File: src/core/spfp_regs.vh
// constants of the sensor programmer frame parser
`ifndef SPFP_REGS_VH
`define SPFP_REGS_VH
`define SPFP_ADDR_CTRL      8'h00
`define SPFP_ADDR_STATUS    8'h04
`define SPFP_ADDR_IRQ_STAT  8'h08
`define SPFP_ADDR_IRQ_EN    8'h0C
`define SPFP_ADDR_IRQ_CLR   8'h10
`define SPFP_ADDR_CMD       8'h14
`define SPFP_ADDR_TEL_DATA  8'h18
`define SPFP_ADDR_REPLY     8'h1C
`define SPFP_CHAR_START     8'h02
`define SPFP_CHAR_END       8'h03
`define SPFP_MODE_SINGLE    4'h2
`define SPFP_MODE_RST       4'h0
`define SPFP_REPLY_LEN      4'h8
`define SPFP_IRQ_FRAME      0
`define SPFP_IRQ_DISCARD    1
`define SPFP_IRQ_REPLY      2
`define SPFP_IRQ_MODE       3
`endif

File: src/core/spfp_hex.v
// hex ascii digit to nibble and back
`timescale 1ns/100ps
`default_nettype none
module spfp_hex (
    input  wire [7:0] char_i,
    input  wire [3:0] nib_i,
    output wire [3:0] nib_o,
    output wire       ok_o,
    output wire [7:0] char_o
);
    wire is_dig = (char_i >= 8'h30) && (char_i <= 8'h39);
    wire is_lo  = (char_i >= 8'h61) && (char_i <= 8'h66);
    wire is_up  = (char_i >= 8'h41) && (char_i <= 8'h46);
    wire [7:0] dig_off = char_i - 8'h30;
    wire [7:0] lo_off  = char_i - 8'h57;
    wire [7:0] up_off  = char_i - 8'h37;
    assign ok_o   = is_dig | is_lo | is_up;
    assign nib_o  = is_dig ? dig_off[3:0] : (is_lo ? lo_off[3:0] : up_off[3:0]);
    assign char_o = (nib_i < 4'hA) ? {4'h3, nib_i} : (8'h57 + {4'h0, nib_i});
endmodule
`default_nettype wire

File: src/core/spfp_top.v
// framed ascii command interpreter with axi4-lite register access
`timescale 1ns/100ps
`default_nettype none
`include "spfp_regs.vh"
module spfp_top (
    input  wire        CLK_SYS_I,
    input  wire        RST_B_I,
    input  wire        RX_VALID_I,
    input  wire [7:0]  RX_CHAR_I,
    input  wire        TX_READY_I,
    output reg         TX_VALID_O,
    output reg  [7:0]  TX_CHAR_O,
    output reg         TEL_VALID_O,
    output reg  [7:0]  TEL_LETTER_O,
    output reg  [15:0] TEL_HDR_O,
    output reg  [15:0] TEL_DATA_O,
    input  wire        TEL_DONE_I,
    input  wire        TEL_FLAG_I,
    input  wire [15:0] TEL_RESULT_I,
    output reg         IRQ_O,
    input  wire [31:0] S_AXI_AWADDR,
    input  wire        S_AXI_AWVALID,
    output reg         S_AXI_AWREADY,
    input  wire [31:0] S_AXI_WDATA,
    input  wire [3:0]  S_AXI_WSTRB,
    input  wire        S_AXI_WVALID,
    output reg         S_AXI_WREADY,
    output reg  [1:0]  S_AXI_BRESP,
    output reg         S_AXI_BVALID,
    input  wire        S_AXI_BREADY,
    input  wire [31:0] S_AXI_ARADDR,
    input  wire        S_AXI_ARVALID,
    output reg         S_AXI_ARREADY,
    output reg  [31:0] S_AXI_RDATA,
    output reg  [1:0]  S_AXI_RRESP,
    output reg         S_AXI_RVALID,
    input  wire        S_AXI_RREADY
);
    localparam [2:0] ST_IDLE = 3'd0;
    localparam [2:0] ST_BODY = 3'd1;
    localparam [2:0] ST_WAIT = 3'd2;
    localparam [2:0] ST_SEND = 3'd3;

    reg  [2:0]  st_q;
    reg  [7:0]  letter_q;
    reg  [3:0]  cnt_q;
    reg  [3:0]  need_q;
    reg  [7:0]  field_q [0:9];
    reg  [3:0]  mode_q;
    reg         en_q;
    reg  [3:0]  irq_en_q;
    reg  [3:0]  irq_st_q;
    reg  [7:0]  reply_q [0:7];
    reg  [3:0]  tx_idx_q;
    reg  [15:0] last_res_q;
    reg         last_flag_q;
    reg  [3:0]  ev;
    wire [3:0]  clr;
    integer     i;

    ////////////////////////////////////////////////////////////////////////
    // hex conversion: decode data characters, encode reply nibbles
    wire [3:0] nb0, nb1, nb2, nb3, nbm;
    wire       ok0, ok1, ok2, ok3, okm;
    wire [7:0] hx0, hx1, hx2, hx3, hxf;
    spfp_hex u_h0 (.char_i(field_q[4]), .nib_i(TEL_RESULT_I[15:12]), .nib_o(nb0), .ok_o(ok0), .char_o(hx0));
    spfp_hex u_h1 (.char_i(field_q[5]), .nib_i(TEL_RESULT_I[11:8]), .nib_o(nb1), .ok_o(ok1), .char_o(hx1));
    spfp_hex u_h2 (.char_i(field_q[6]), .nib_i(TEL_RESULT_I[7:4]), .nib_o(nb2), .ok_o(ok2), .char_o(hx2));
    spfp_hex u_h3 (.char_i(field_q[7]), .nib_i(TEL_RESULT_I[3:0]), .nib_o(nb3), .ok_o(ok3), .char_o(hx3));
    spfp_hex u_hm (.char_i(field_q[0]), .nib_i({3'h0, TEL_FLAG_I}), .nib_o(nbm), .ok_o(okm), .char_o(hxf));
    wire       par = ^TEL_RESULT_I;

    // parameter characters each letter requires
    function [3:0] need_of(input [7:0] c);
        begin
            case (c)
                8'h65: need_of = 4'd9;            // write
                8'h71: need_of = 4'd4;            // read
                8'h63: need_of = 4'd12 - 4'd2;    // program, capped to ten stored
                8'h6B: need_of = 4'd8;
                8'h6A, 8'h6D, 8'h68: need_of = 4'd1;
                8'h6E, 8'h6F, 8'h74, 8'h76, 8'h69: need_of = 4'd0;
                8'h7A, 8'h75, 8'h79: need_of = 4'd1;
                default: need_of = 4'hF;
            endcase
        end
    endfunction
    wire [3:0] need_in = need_of(RX_CHAR_I);
    wire       sensor_cmd = (letter_q == 8'h65) | (letter_q == 8'h71) |
                            (letter_q == 8'h63) | (letter_q == 8'h6B);
    wire       echo_cmd = (letter_q == 8'h65) | (letter_q == 8'h71) |
                          (letter_q == 8'h6D) | (letter_q == 8'h74);

    ////////////////////////////////////////////////////////////////////////
    // frame parser and reply sender
    always @(posedge CLK_SYS_I or negedge RST_B_I) begin
        if (!RST_B_I) begin
            st_q <= ST_IDLE;
            letter_q <= 8'h00;
            cnt_q <= 4'h0;
            need_q <= 4'h0;
            mode_q <= `SPFP_MODE_RST;
            tx_idx_q <= 4'h0;
            TX_VALID_O <= 1'b0;
            TX_CHAR_O <= 8'h00;
            TEL_VALID_O <= 1'b0;
            TEL_LETTER_O <= 8'h00;
            TEL_HDR_O <= 16'h0000;
            TEL_DATA_O <= 16'h0000;
            last_res_q <= 16'h0000;
            last_flag_q <= 1'b0;
            ev <= 4'h0;
            for (i = 0; i < 10; i = i + 1) field_q[i] <= 8'h00;
            for (i = 0; i < 8; i = i + 1) reply_q[i] <= 8'h00;
        end else begin
            ev <= 4'h0;
            TEL_VALID_O <= 1'b0;
            case (st_q)
                ST_IDLE: begin
                    if (en_q && RX_VALID_I && RX_CHAR_I == `SPFP_CHAR_START) begin
                        st_q <= ST_BODY;
                        cnt_q <= 4'h0;
                        letter_q <= 8'h00;
                    end
                end
                ST_BODY: begin
                    if (RX_VALID_I) begin
                        if (RX_CHAR_I == `SPFP_CHAR_START) begin
                            cnt_q <= 4'h0;
                            letter_q <= 8'h00;
                            ev[`SPFP_IRQ_DISCARD] <= 1'b1;
                        end else if (letter_q == 8'h00) begin
                            if (need_in == 4'hF) begin
                                st_q <= ST_IDLE;
                                ev[`SPFP_IRQ_DISCARD] <= 1'b1;
                            end else begin
                                letter_q <= RX_CHAR_I;
                                need_q <= need_in;
                            end
                        end else if (cnt_q == need_q) begin
                            if (RX_CHAR_I == `SPFP_CHAR_END) begin
                                ev[`SPFP_IRQ_FRAME] <= 1'b1;
                                if (letter_q == 8'h6A && okm) begin
                                    mode_q <= nbm;
                                    ev[`SPFP_IRQ_MODE] <= (nbm == `SPFP_MODE_SINGLE);
                                end
                                if (sensor_cmd) begin
                                    TEL_VALID_O <= 1'b1;
                                    TEL_LETTER_O <= letter_q;
                                    TEL_HDR_O <= {field_q[0][3:0], field_q[1][3:0],
                                                  field_q[2][3:0], field_q[3][3:0]};
                                    TEL_DATA_O <= {nb0, nb1, nb2, nb3};
                                end
                                st_q <= (sensor_cmd || echo_cmd) ? ST_WAIT : ST_IDLE;
                            end else begin
                                st_q <= ST_IDLE;
                                ev[`SPFP_IRQ_DISCARD] <= 1'b1;
                            end
                        end else begin
                            if (cnt_q < 4'd10) field_q[cnt_q] <= RX_CHAR_I;
                            cnt_q <= cnt_q + 4'h1;
                        end
                    end
                end
                ST_WAIT: begin
                    if (TEL_DONE_I || !sensor_cmd) begin
                        last_res_q <= TEL_RESULT_I;
                        last_flag_q <= TEL_FLAG_I;
                        if (echo_cmd) begin
                            reply_q[0] <= `SPFP_CHAR_START;
                            reply_q[1] <= hxf;
                            reply_q[2] <= hx0;
                            reply_q[3] <= hx1;
                            reply_q[4] <= hx2;
                            reply_q[5] <= hx3;
                            reply_q[6] <= {7'h18, par};
                            reply_q[7] <= `SPFP_CHAR_END;
                            tx_idx_q <= 4'h0;
                            st_q <= ST_SEND;
                        end else begin
                            st_q <= ST_IDLE;
                        end
                    end
                end
                ST_SEND: begin
                    if (TX_VALID_O && TX_READY_I) begin
                        TX_VALID_O <= 1'b0;
                        if (tx_idx_q == `SPFP_REPLY_LEN - 4'h1) begin
                            st_q <= ST_IDLE;
                            ev[`SPFP_IRQ_REPLY] <= 1'b1;
                        end
                        tx_idx_q <= tx_idx_q + 4'h1;
                    end else if (!TX_VALID_O) begin
                        TX_VALID_O <= 1'b1;
                        TX_CHAR_O <= reply_q[tx_idx_q[2:0]];
                    end
                end
                default: st_q <= ST_IDLE;
            endcase
        end
    end

    ////////////////////////////////////////////////////////////////////////
    // axi4-lite slave
    reg        aw_q, w_q;
    reg [7:0]  awa_q;
    reg [31:0] wd_q;
    // write-one-clear strobe, only in the cycle the write is executed
    assign clr = (aw_q && w_q && !S_AXI_BVALID && awa_q == `SPFP_ADDR_IRQ_CLR) ?
                 wd_q[3:0] : 4'h0;
    always @(posedge CLK_SYS_I or negedge RST_B_I) begin
        if (!RST_B_I) begin
            aw_q <= 1'b0;
            w_q <= 1'b0;
            awa_q <= 8'h00;
            wd_q <= 32'h0;
            S_AXI_AWREADY <= 1'b0;
            S_AXI_WREADY <= 1'b0;
            S_AXI_BVALID <= 1'b0;
            S_AXI_BRESP <= 2'b00;
            S_AXI_ARREADY <= 1'b0;
            S_AXI_RVALID <= 1'b0;
            S_AXI_RRESP <= 2'b00;
            S_AXI_RDATA <= 32'h0;
            en_q <= 1'b1;
            irq_en_q <= 4'h0;
            irq_st_q <= 4'h0;
            IRQ_O <= 1'b0;
        end else begin
            S_AXI_AWREADY <= !aw_q && !S_AXI_AWREADY && S_AXI_AWVALID && !S_AXI_BVALID;
            S_AXI_WREADY <= !w_q && !S_AXI_WREADY && S_AXI_WVALID && !S_AXI_BVALID;
            if (S_AXI_AWVALID && S_AXI_AWREADY) begin
                aw_q <= 1'b1;
                awa_q <= S_AXI_AWADDR[7:0];
            end
            if (S_AXI_WVALID && S_AXI_WREADY) begin
                w_q <= 1'b1;
                wd_q <= S_AXI_WDATA;
            end
            if (aw_q && w_q && !S_AXI_BVALID) begin
                aw_q <= 1'b0;
                w_q <= 1'b0;
                S_AXI_BVALID <= 1'b1;
                S_AXI_BRESP <= 2'b00;
                if (awa_q == `SPFP_ADDR_CTRL) begin
                    en_q <= wd_q[0];
                end else if (awa_q == `SPFP_ADDR_IRQ_EN) begin
                    irq_en_q <= wd_q[3:0];
                end else if (awa_q == `SPFP_ADDR_IRQ_CLR) begin
                    S_AXI_BRESP <= 2'b00;
                end else begin
                    S_AXI_BRESP <= 2'b10;
                end
            end else if (S_AXI_BVALID && S_AXI_BREADY) begin
                S_AXI_BVALID <= 1'b0;
            end
            irq_st_q <= (irq_st_q & ~clr) | ev;
            IRQ_O <= |(((irq_st_q & ~clr) | ev) & irq_en_q);
            S_AXI_ARREADY <= !S_AXI_ARREADY && S_AXI_ARVALID && !S_AXI_RVALID;
            if (S_AXI_ARVALID && S_AXI_ARREADY) begin
                S_AXI_RVALID <= 1'b1;
                S_AXI_RRESP <= 2'b00;
                if (S_AXI_ARADDR[7:0] == `SPFP_ADDR_CTRL) begin
                    S_AXI_RDATA <= {31'h0, en_q};
                end else if (S_AXI_ARADDR[7:0] == `SPFP_ADDR_STATUS) begin
                    S_AXI_RDATA <= {25'h0, st_q, mode_q};
                end else if (S_AXI_ARADDR[7:0] == `SPFP_ADDR_IRQ_STAT) begin
                    S_AXI_RDATA <= {28'h0, irq_st_q};
                end else if (S_AXI_ARADDR[7:0] == `SPFP_ADDR_IRQ_EN) begin
                    S_AXI_RDATA <= {28'h0, irq_en_q};
                end else if (S_AXI_ARADDR[7:0] == `SPFP_ADDR_IRQ_CLR) begin
                    S_AXI_RDATA <= 32'h0;
                end else if (S_AXI_ARADDR[7:0] == `SPFP_ADDR_CMD) begin
                    S_AXI_RDATA <= {24'h0, letter_q};
                end else if (S_AXI_ARADDR[7:0] == `SPFP_ADDR_TEL_DATA) begin
                    S_AXI_RDATA <= {16'h0, TEL_DATA_O};
                end else if (S_AXI_ARADDR[7:0] == `SPFP_ADDR_REPLY) begin
                    S_AXI_RDATA <= {15'h0, last_flag_q, last_res_q};
                end else begin
                    S_AXI_RDATA <= 32'h0;
                    S_AXI_RRESP <= 2'b10;
                end
            end else if (S_AXI_RVALID && S_AXI_RREADY) begin
                S_AXI_RVALID <= 1'b0;
            end
        end
    end
endmodule
`default_nettype wire

File: config.mk
export PLATFORM = sky130hd
export DESIGN_NAME = spfp_top
export DESIGN_NICKNAME = d
export VERILOG_FILES = /design/src/core/spfp_hex.v /design/src/core/spfp_top.v
export VERILOG_INCLUDE_DIRS = /design/src /design/src/core
export SDC_FILE = /design/constraint.sdc
export NUM_CORES = 1
export LEC_CHECK = 0
export BUFFER_PORTS_ARGS = -buffer_cell sky130_fd_sc_hd__buf_4
export CAP_MARGIN = 25
export CELL_PAD_IN_SITES_DETAIL_PLACEMENT = 0
export CELL_PAD_IN_SITES_GLOBAL_PLACEMENT = 1
export CORE_ASPECT_RATIO = 0.9
export CORE_MARGIN = 3
export CORE_UTILIZATION = 40
export DETAILED_ROUTE_END_ITERATION = 12
export GPL_ROUTABILITY_DRIVEN = 0
export PLACE_DENSITY = 0.83
export RECOVER_POWER = 50
export SLEW_MARGIN = 40
export SYNTH_ARGS = -nofsm -noshare
export SYNTH_HDL_FRONTEND = slang
export SYNTH_SLANG_ARGS = --single-unit
File: constraint.sdc
create_clock -name CLK_SYS_I -period 2.12 [get_ports CLK_SYS_I]
set_input_delay 0.318 -clock CLK_SYS_I [delete_from_list [all_inputs] [get_ports CLK_SYS_I]]
set_output_delay 0.318 -clock CLK_SYS_I [all_outputs]
set_load 0.005 [all_outputs]
==> implementation parameters <==
Parameter                              Value

Run status
  Status ... finished, violations left
  Violated checks ... negative setup slack

Critical path
  Category of the worst setup path capture point ... register
  Worst setup path start ... letter_q[1]
  Flop-to-flop setup slack ... -0.07 ns
  R2r endpoint ... last_res_q[4]
  Worst reg-to-reg path cell count ... 6
  Crit Path Max Fanout ... 17
  Crit path required time ... 2.51 ns
  Kind of launch point of the worst setup path ... register
  Critical path data arrival time ... 2.58 ns
  Critical path class ... reg2reg
  Capture point of the worst path ... last_res_q[4]
  Source of the worst register-to-register timing path ... letter_q[1]

Yosys
  Proportion of synthesized area in mux cells ... 16.74%
  Avg Synthesized Cell Area ... 11.40 µm²
  Post-synthesis share of cell area spent on full adders, half adders and majority gates ... 3.938%
  Mapped Cells ... 1,003
  FF+latch count, synth ... 227
  Compound-Gate Fraction of Synth Area ... between 10% and 20%
  Post-synth EDFFs ... 0
  Post-Synth XOR/XNOR Area ... just under 3%
  Dominant combinational cell family by area after synthesis ... multiplexers
  Primary FF master, synth ... sky130_fd_sc_hd__dfrtp_1
  Synthesis Warnings ... 0
  Ys async rst share ... 100.0%
  Sequential cell area fraction in the yosys report ... 49.67%
  Post-synthesis cell area ... 0.01144 mm²
  Number of distinct library cells after synthesis ... 77
  Simple-Gate Fraction of Synth Area ... a little under an eighth

Global routing
  GRT Resource Usage Total ... around 18%
  Remaining Overflow, GRT ... 0
  Largest net degree at the start of global routing ... 73
  Wire length of the first global-routing pass ... 44,980 µm
  Number of antenna violations at the first check in global routing ... 0
  Vias in the first global route ... 8,364

CTS
  Clock tree from TritonCTS ... done
  Number of sinks on the clock net ... 227
  Clock tree root driver cell ... sky130_fd_sc_hd__clkbuf_16
  Total number of H-tree levels ... 1
  Latest clock arrival within the worst-skew pair ... roughly 0.52 ns
  Buffer levels on the longest clock path ... 3
  CTS Buf Count ... 25
  Clock slew at reported path FFs ... 0.06 ns

STA
  Least setup slack across all paths after layout ... -0.06555 ns
  Number of max-slew violations in the final report ... 0
  Actual transition at the worst max-transition pin ... 1.029 ns
  Slew Limit Headroom ... 31.40%
  RSZ-0062 raised after global routing ... yes
  Setup Skew ... between 0.015 and 0.02 ns
  Final min period ... 2.186 ns
  Setup violations, final ... 26
  Peak Freq ... 457.6 MHz
  Fin. Hold Viols ... 0
  Crit share post-route ... 103.1%
  Sum of negative setup slack ... -0.8952 ns

Floorplan
  Die Footprint ... 0.03066 mm²
  Core outline area ... approximately 0.028 mm²
  Die Wd ... 184.3 µm
  Ports ... 227
  Std cell rows ... 58
  Height of the die ... ~170 µm
  Starting utilization of the core area ... 40.73%

Placed design
  Total of buffers placed on input and output ports ... 128
  Dpl hpwl ... 20,500 µm
  Cell area after placement ... ~0.013 mm²

Drt
  DRC ... 0
  DR vias ... 8,254
  Avg WL per Cell ... ~18 µm
  Number of routed nets with antenna violations ... 0
  Number of DRC markers in iteration 0 ... 561
  Routed WL ... approximately 28,000 µm
  Drt first pass iters ... 5
  Via/cell ratio ... 5.185

Layout
  NumNets Final ... about 1,400
  Finished layout cell area ... 0.01443 mm²
  Share of cells above drive strength 1 ... 35.55%
  Layout Area Growth over Synthesis ... 26.16%
  Antenna diodes ... 0

Pwr
  Leak pwr ... 7.033 nW
  Power density over cell area ... about 670 mW/mm²
  Worst IR drop on VDD ... 0.0004729 V

Job
  Maximum Capacitance Violations ... 0

Worst hold path
  HP Class ... in2reg
## critical path, cell delays in order (launching register included)
cell and delay (ns):
sky130_fd_sc_hd__dfrtp_1 0.42, sky130_fd_sc_hd__or4b_4 0.58, sky130_fd_sc_hd__nand3_2 0.14, sky130_fd_sc_hd__nand3b_1 0.18, sky130_fd_sc_hd__o21ai_4 0.21, sky130_fd_sc_hd__buf_12 0.18
sky130_fd_sc_hd__mux2_2 0.34
## worst min-delay path by stage
stage                               from          end  slack [ns]  depth (start not counted)
after floorplan                  RST_B_I        IRQ_O        0.02                          0
after global placement           RST_B_I  reply_q[34]        0.34                          1
after detailed placement         RST_B_I  reply_q[35]        0.35                          1
after CTS                 S_AXI_WDATA[1]      wd_q[1]       0.009                          2
after global routing      S_AXI_WDATA[1]      wd_q[1]       0.006                          2
final                     S_AXI_WDATA[1]      wd_q[1]        0.03                          2
## stage by stage
step	cells	hold WS (ns)	power, mW	util [%]	worst slack (ns)
2_1_floorplan	1020	0.02241	5.253	-	-0.02330
3_3_place_gp	1535	0.3441	5.662	47.98	-0.2347
3_5_place_dp	1535	0.3475	5.696	47.98	-0.2563
4_1_cts	1583	0.009030	9.755	51.00	-0.03191
5_1_grt	1592	0.005860	10.07	51.39	-0.1353
6_report	1592	0.02536	9.645	51.39	-0.06555
## flip-flops by register name (all words and copies together) (netlist names), 16 cells and up
| name | cells |
|---|---|
| TEL_DATA_O | 16 |
| TEL_HDR_O | 16 |
| field_q | 52 |
| last_res_q | 16 |
| S_AXI_RDATA | 17 |
| reply_q | 31 |
## synth_stat cells, types with 25 or more instances
master	number	area share, %
sky130_fd_sc_hd__ha_1	36	3.9
sky130_fd_sc_hd__o21ai_0	73	3.2
sky130_fd_sc_hd__mux2_2	96	9.5
sky130_fd_sc_hd__clkbuf_1	27	0.89
sky130_fd_sc_hd__mux2i_1	27	2.4
sky130_fd_sc_hd__dfrtp_1	226	49
sky130_fd_sc_hd__nand2_1	73	2.4
sky130_fd_sc_hd__nor2_1	29	0.95
sky130_fd_sc_hd__inv_1	41	1.3
sky130_fd_sc_hd__a21oi_1	43	1.9
sky130_fd_sc_hd__mux2_1	46	4.5
sky130_fd_sc_hd__xnor2_1	25	1.9
## where the power goes
group | switching, mW | leakage (nW) | internal [mW]
Sequential | 0.166 | 3.09 | 4.54
Combinational | 0.474 | 3.56 | 0.453
Clock | 1.69 | 0.380 | 2.32
Total | 2.33 | 7.03 | 7.31
## area by class of cell
type / instances / area (µm²)
fillers: 2479 / 13650
flip-flops and latches: 227 / 5684
multi-input cells: 686 / 5528
repair buffers: 237 / 1862
clock buffers: 33 / 705.7
well taps: 360 / 450.4
inverters: 41 / 153.9
clock inverters: 8 / 47.55
## per-layer routing
metal  GRT usage (%)  wire, µm  vias to the layer above
li1                -         -                     3959
met1           26.05     13080                     4080
met2           28.63     13330                      171
met4           4.206       597                        0
met5               0         0                        -
met3           2.839      1219                       44
## cells by family after synthesis
group	count (synthesis)
AOI/OAI and AO/OA	192
DFF	227
adders and majority gates	36
xor gates and xnor gates	38
and+or+nand+nor	231
muxes	171
other	1
buffers and inverters	107
## repair_timing
item                                    CTS  global route
gates cloned                              0             3
endpoints found under the setup margin   96           105
setup buffers                             4             6
pin swaps                                 2             8
hold buffers                              3             0
resized for setup                        11            20
endpoints found under the hold margin    64             0
## layout by cell type (no fill, tap or decap), types with 5 or more instances in the layout
| cell type | n |
|---|---|
| sky130_fd_sc_hd__a21o_1 | 7 |
| sky130_fd_sc_hd__a21oi_1 | 43 |
| sky130_fd_sc_hd__a22oi_1 | 11 |
| sky130_fd_sc_hd__a31oi_1 | 9 |
| sky130_fd_sc_hd__and3_4 | 5 |
| sky130_fd_sc_hd__buf_12 | 5 |
| sky130_fd_sc_hd__buf_4 | 216 |
| sky130_fd_sc_hd__clkbuf_1 | 8 |
| sky130_fd_sc_hd__clkbuf_16 | 27 |
| sky130_fd_sc_hd__clkbuf_8 | 5 |
| sky130_fd_sc_hd__clkinv_2 | 6 |
| sky130_fd_sc_hd__conb_1 | 18 |
| sky130_fd_sc_hd__dfrtp_1 | 224 |
| sky130_fd_sc_hd__ha_1 | 36 |
| sky130_fd_sc_hd__inv_1 | 38 |
| sky130_fd_sc_hd__mux2_1 | 25 |
| sky130_fd_sc_hd__mux2_2 | 96 |
| sky130_fd_sc_hd__mux2_4 | 21 |
| sky130_fd_sc_hd__mux2i_1 | 27 |
| sky130_fd_sc_hd__nand2_1 | 73 |
| sky130_fd_sc_hd__nand2b_1 | 16 |
| sky130_fd_sc_hd__nand3_1 | 13 |
| sky130_fd_sc_hd__nand3_2 | 5 |
| sky130_fd_sc_hd__nand3b_1 | 8 |
| sky130_fd_sc_hd__nor2_1 | 29 |
| sky130_fd_sc_hd__nor2b_1 | 13 |
| sky130_fd_sc_hd__nor3_1 | 9 |
| sky130_fd_sc_hd__o211ai_1 | 5 |
| sky130_fd_sc_hd__o21ai_0 | 72 |
| sky130_fd_sc_hd__o21bai_1 | 7 |
| sky130_fd_sc_hd__or3_1 | 5 |
| sky130_fd_sc_hd__xnor2_1 | 25 |
| sky130_fd_sc_hd__xor2_1 | 13 |
Power figures use the tool's default switching activity.
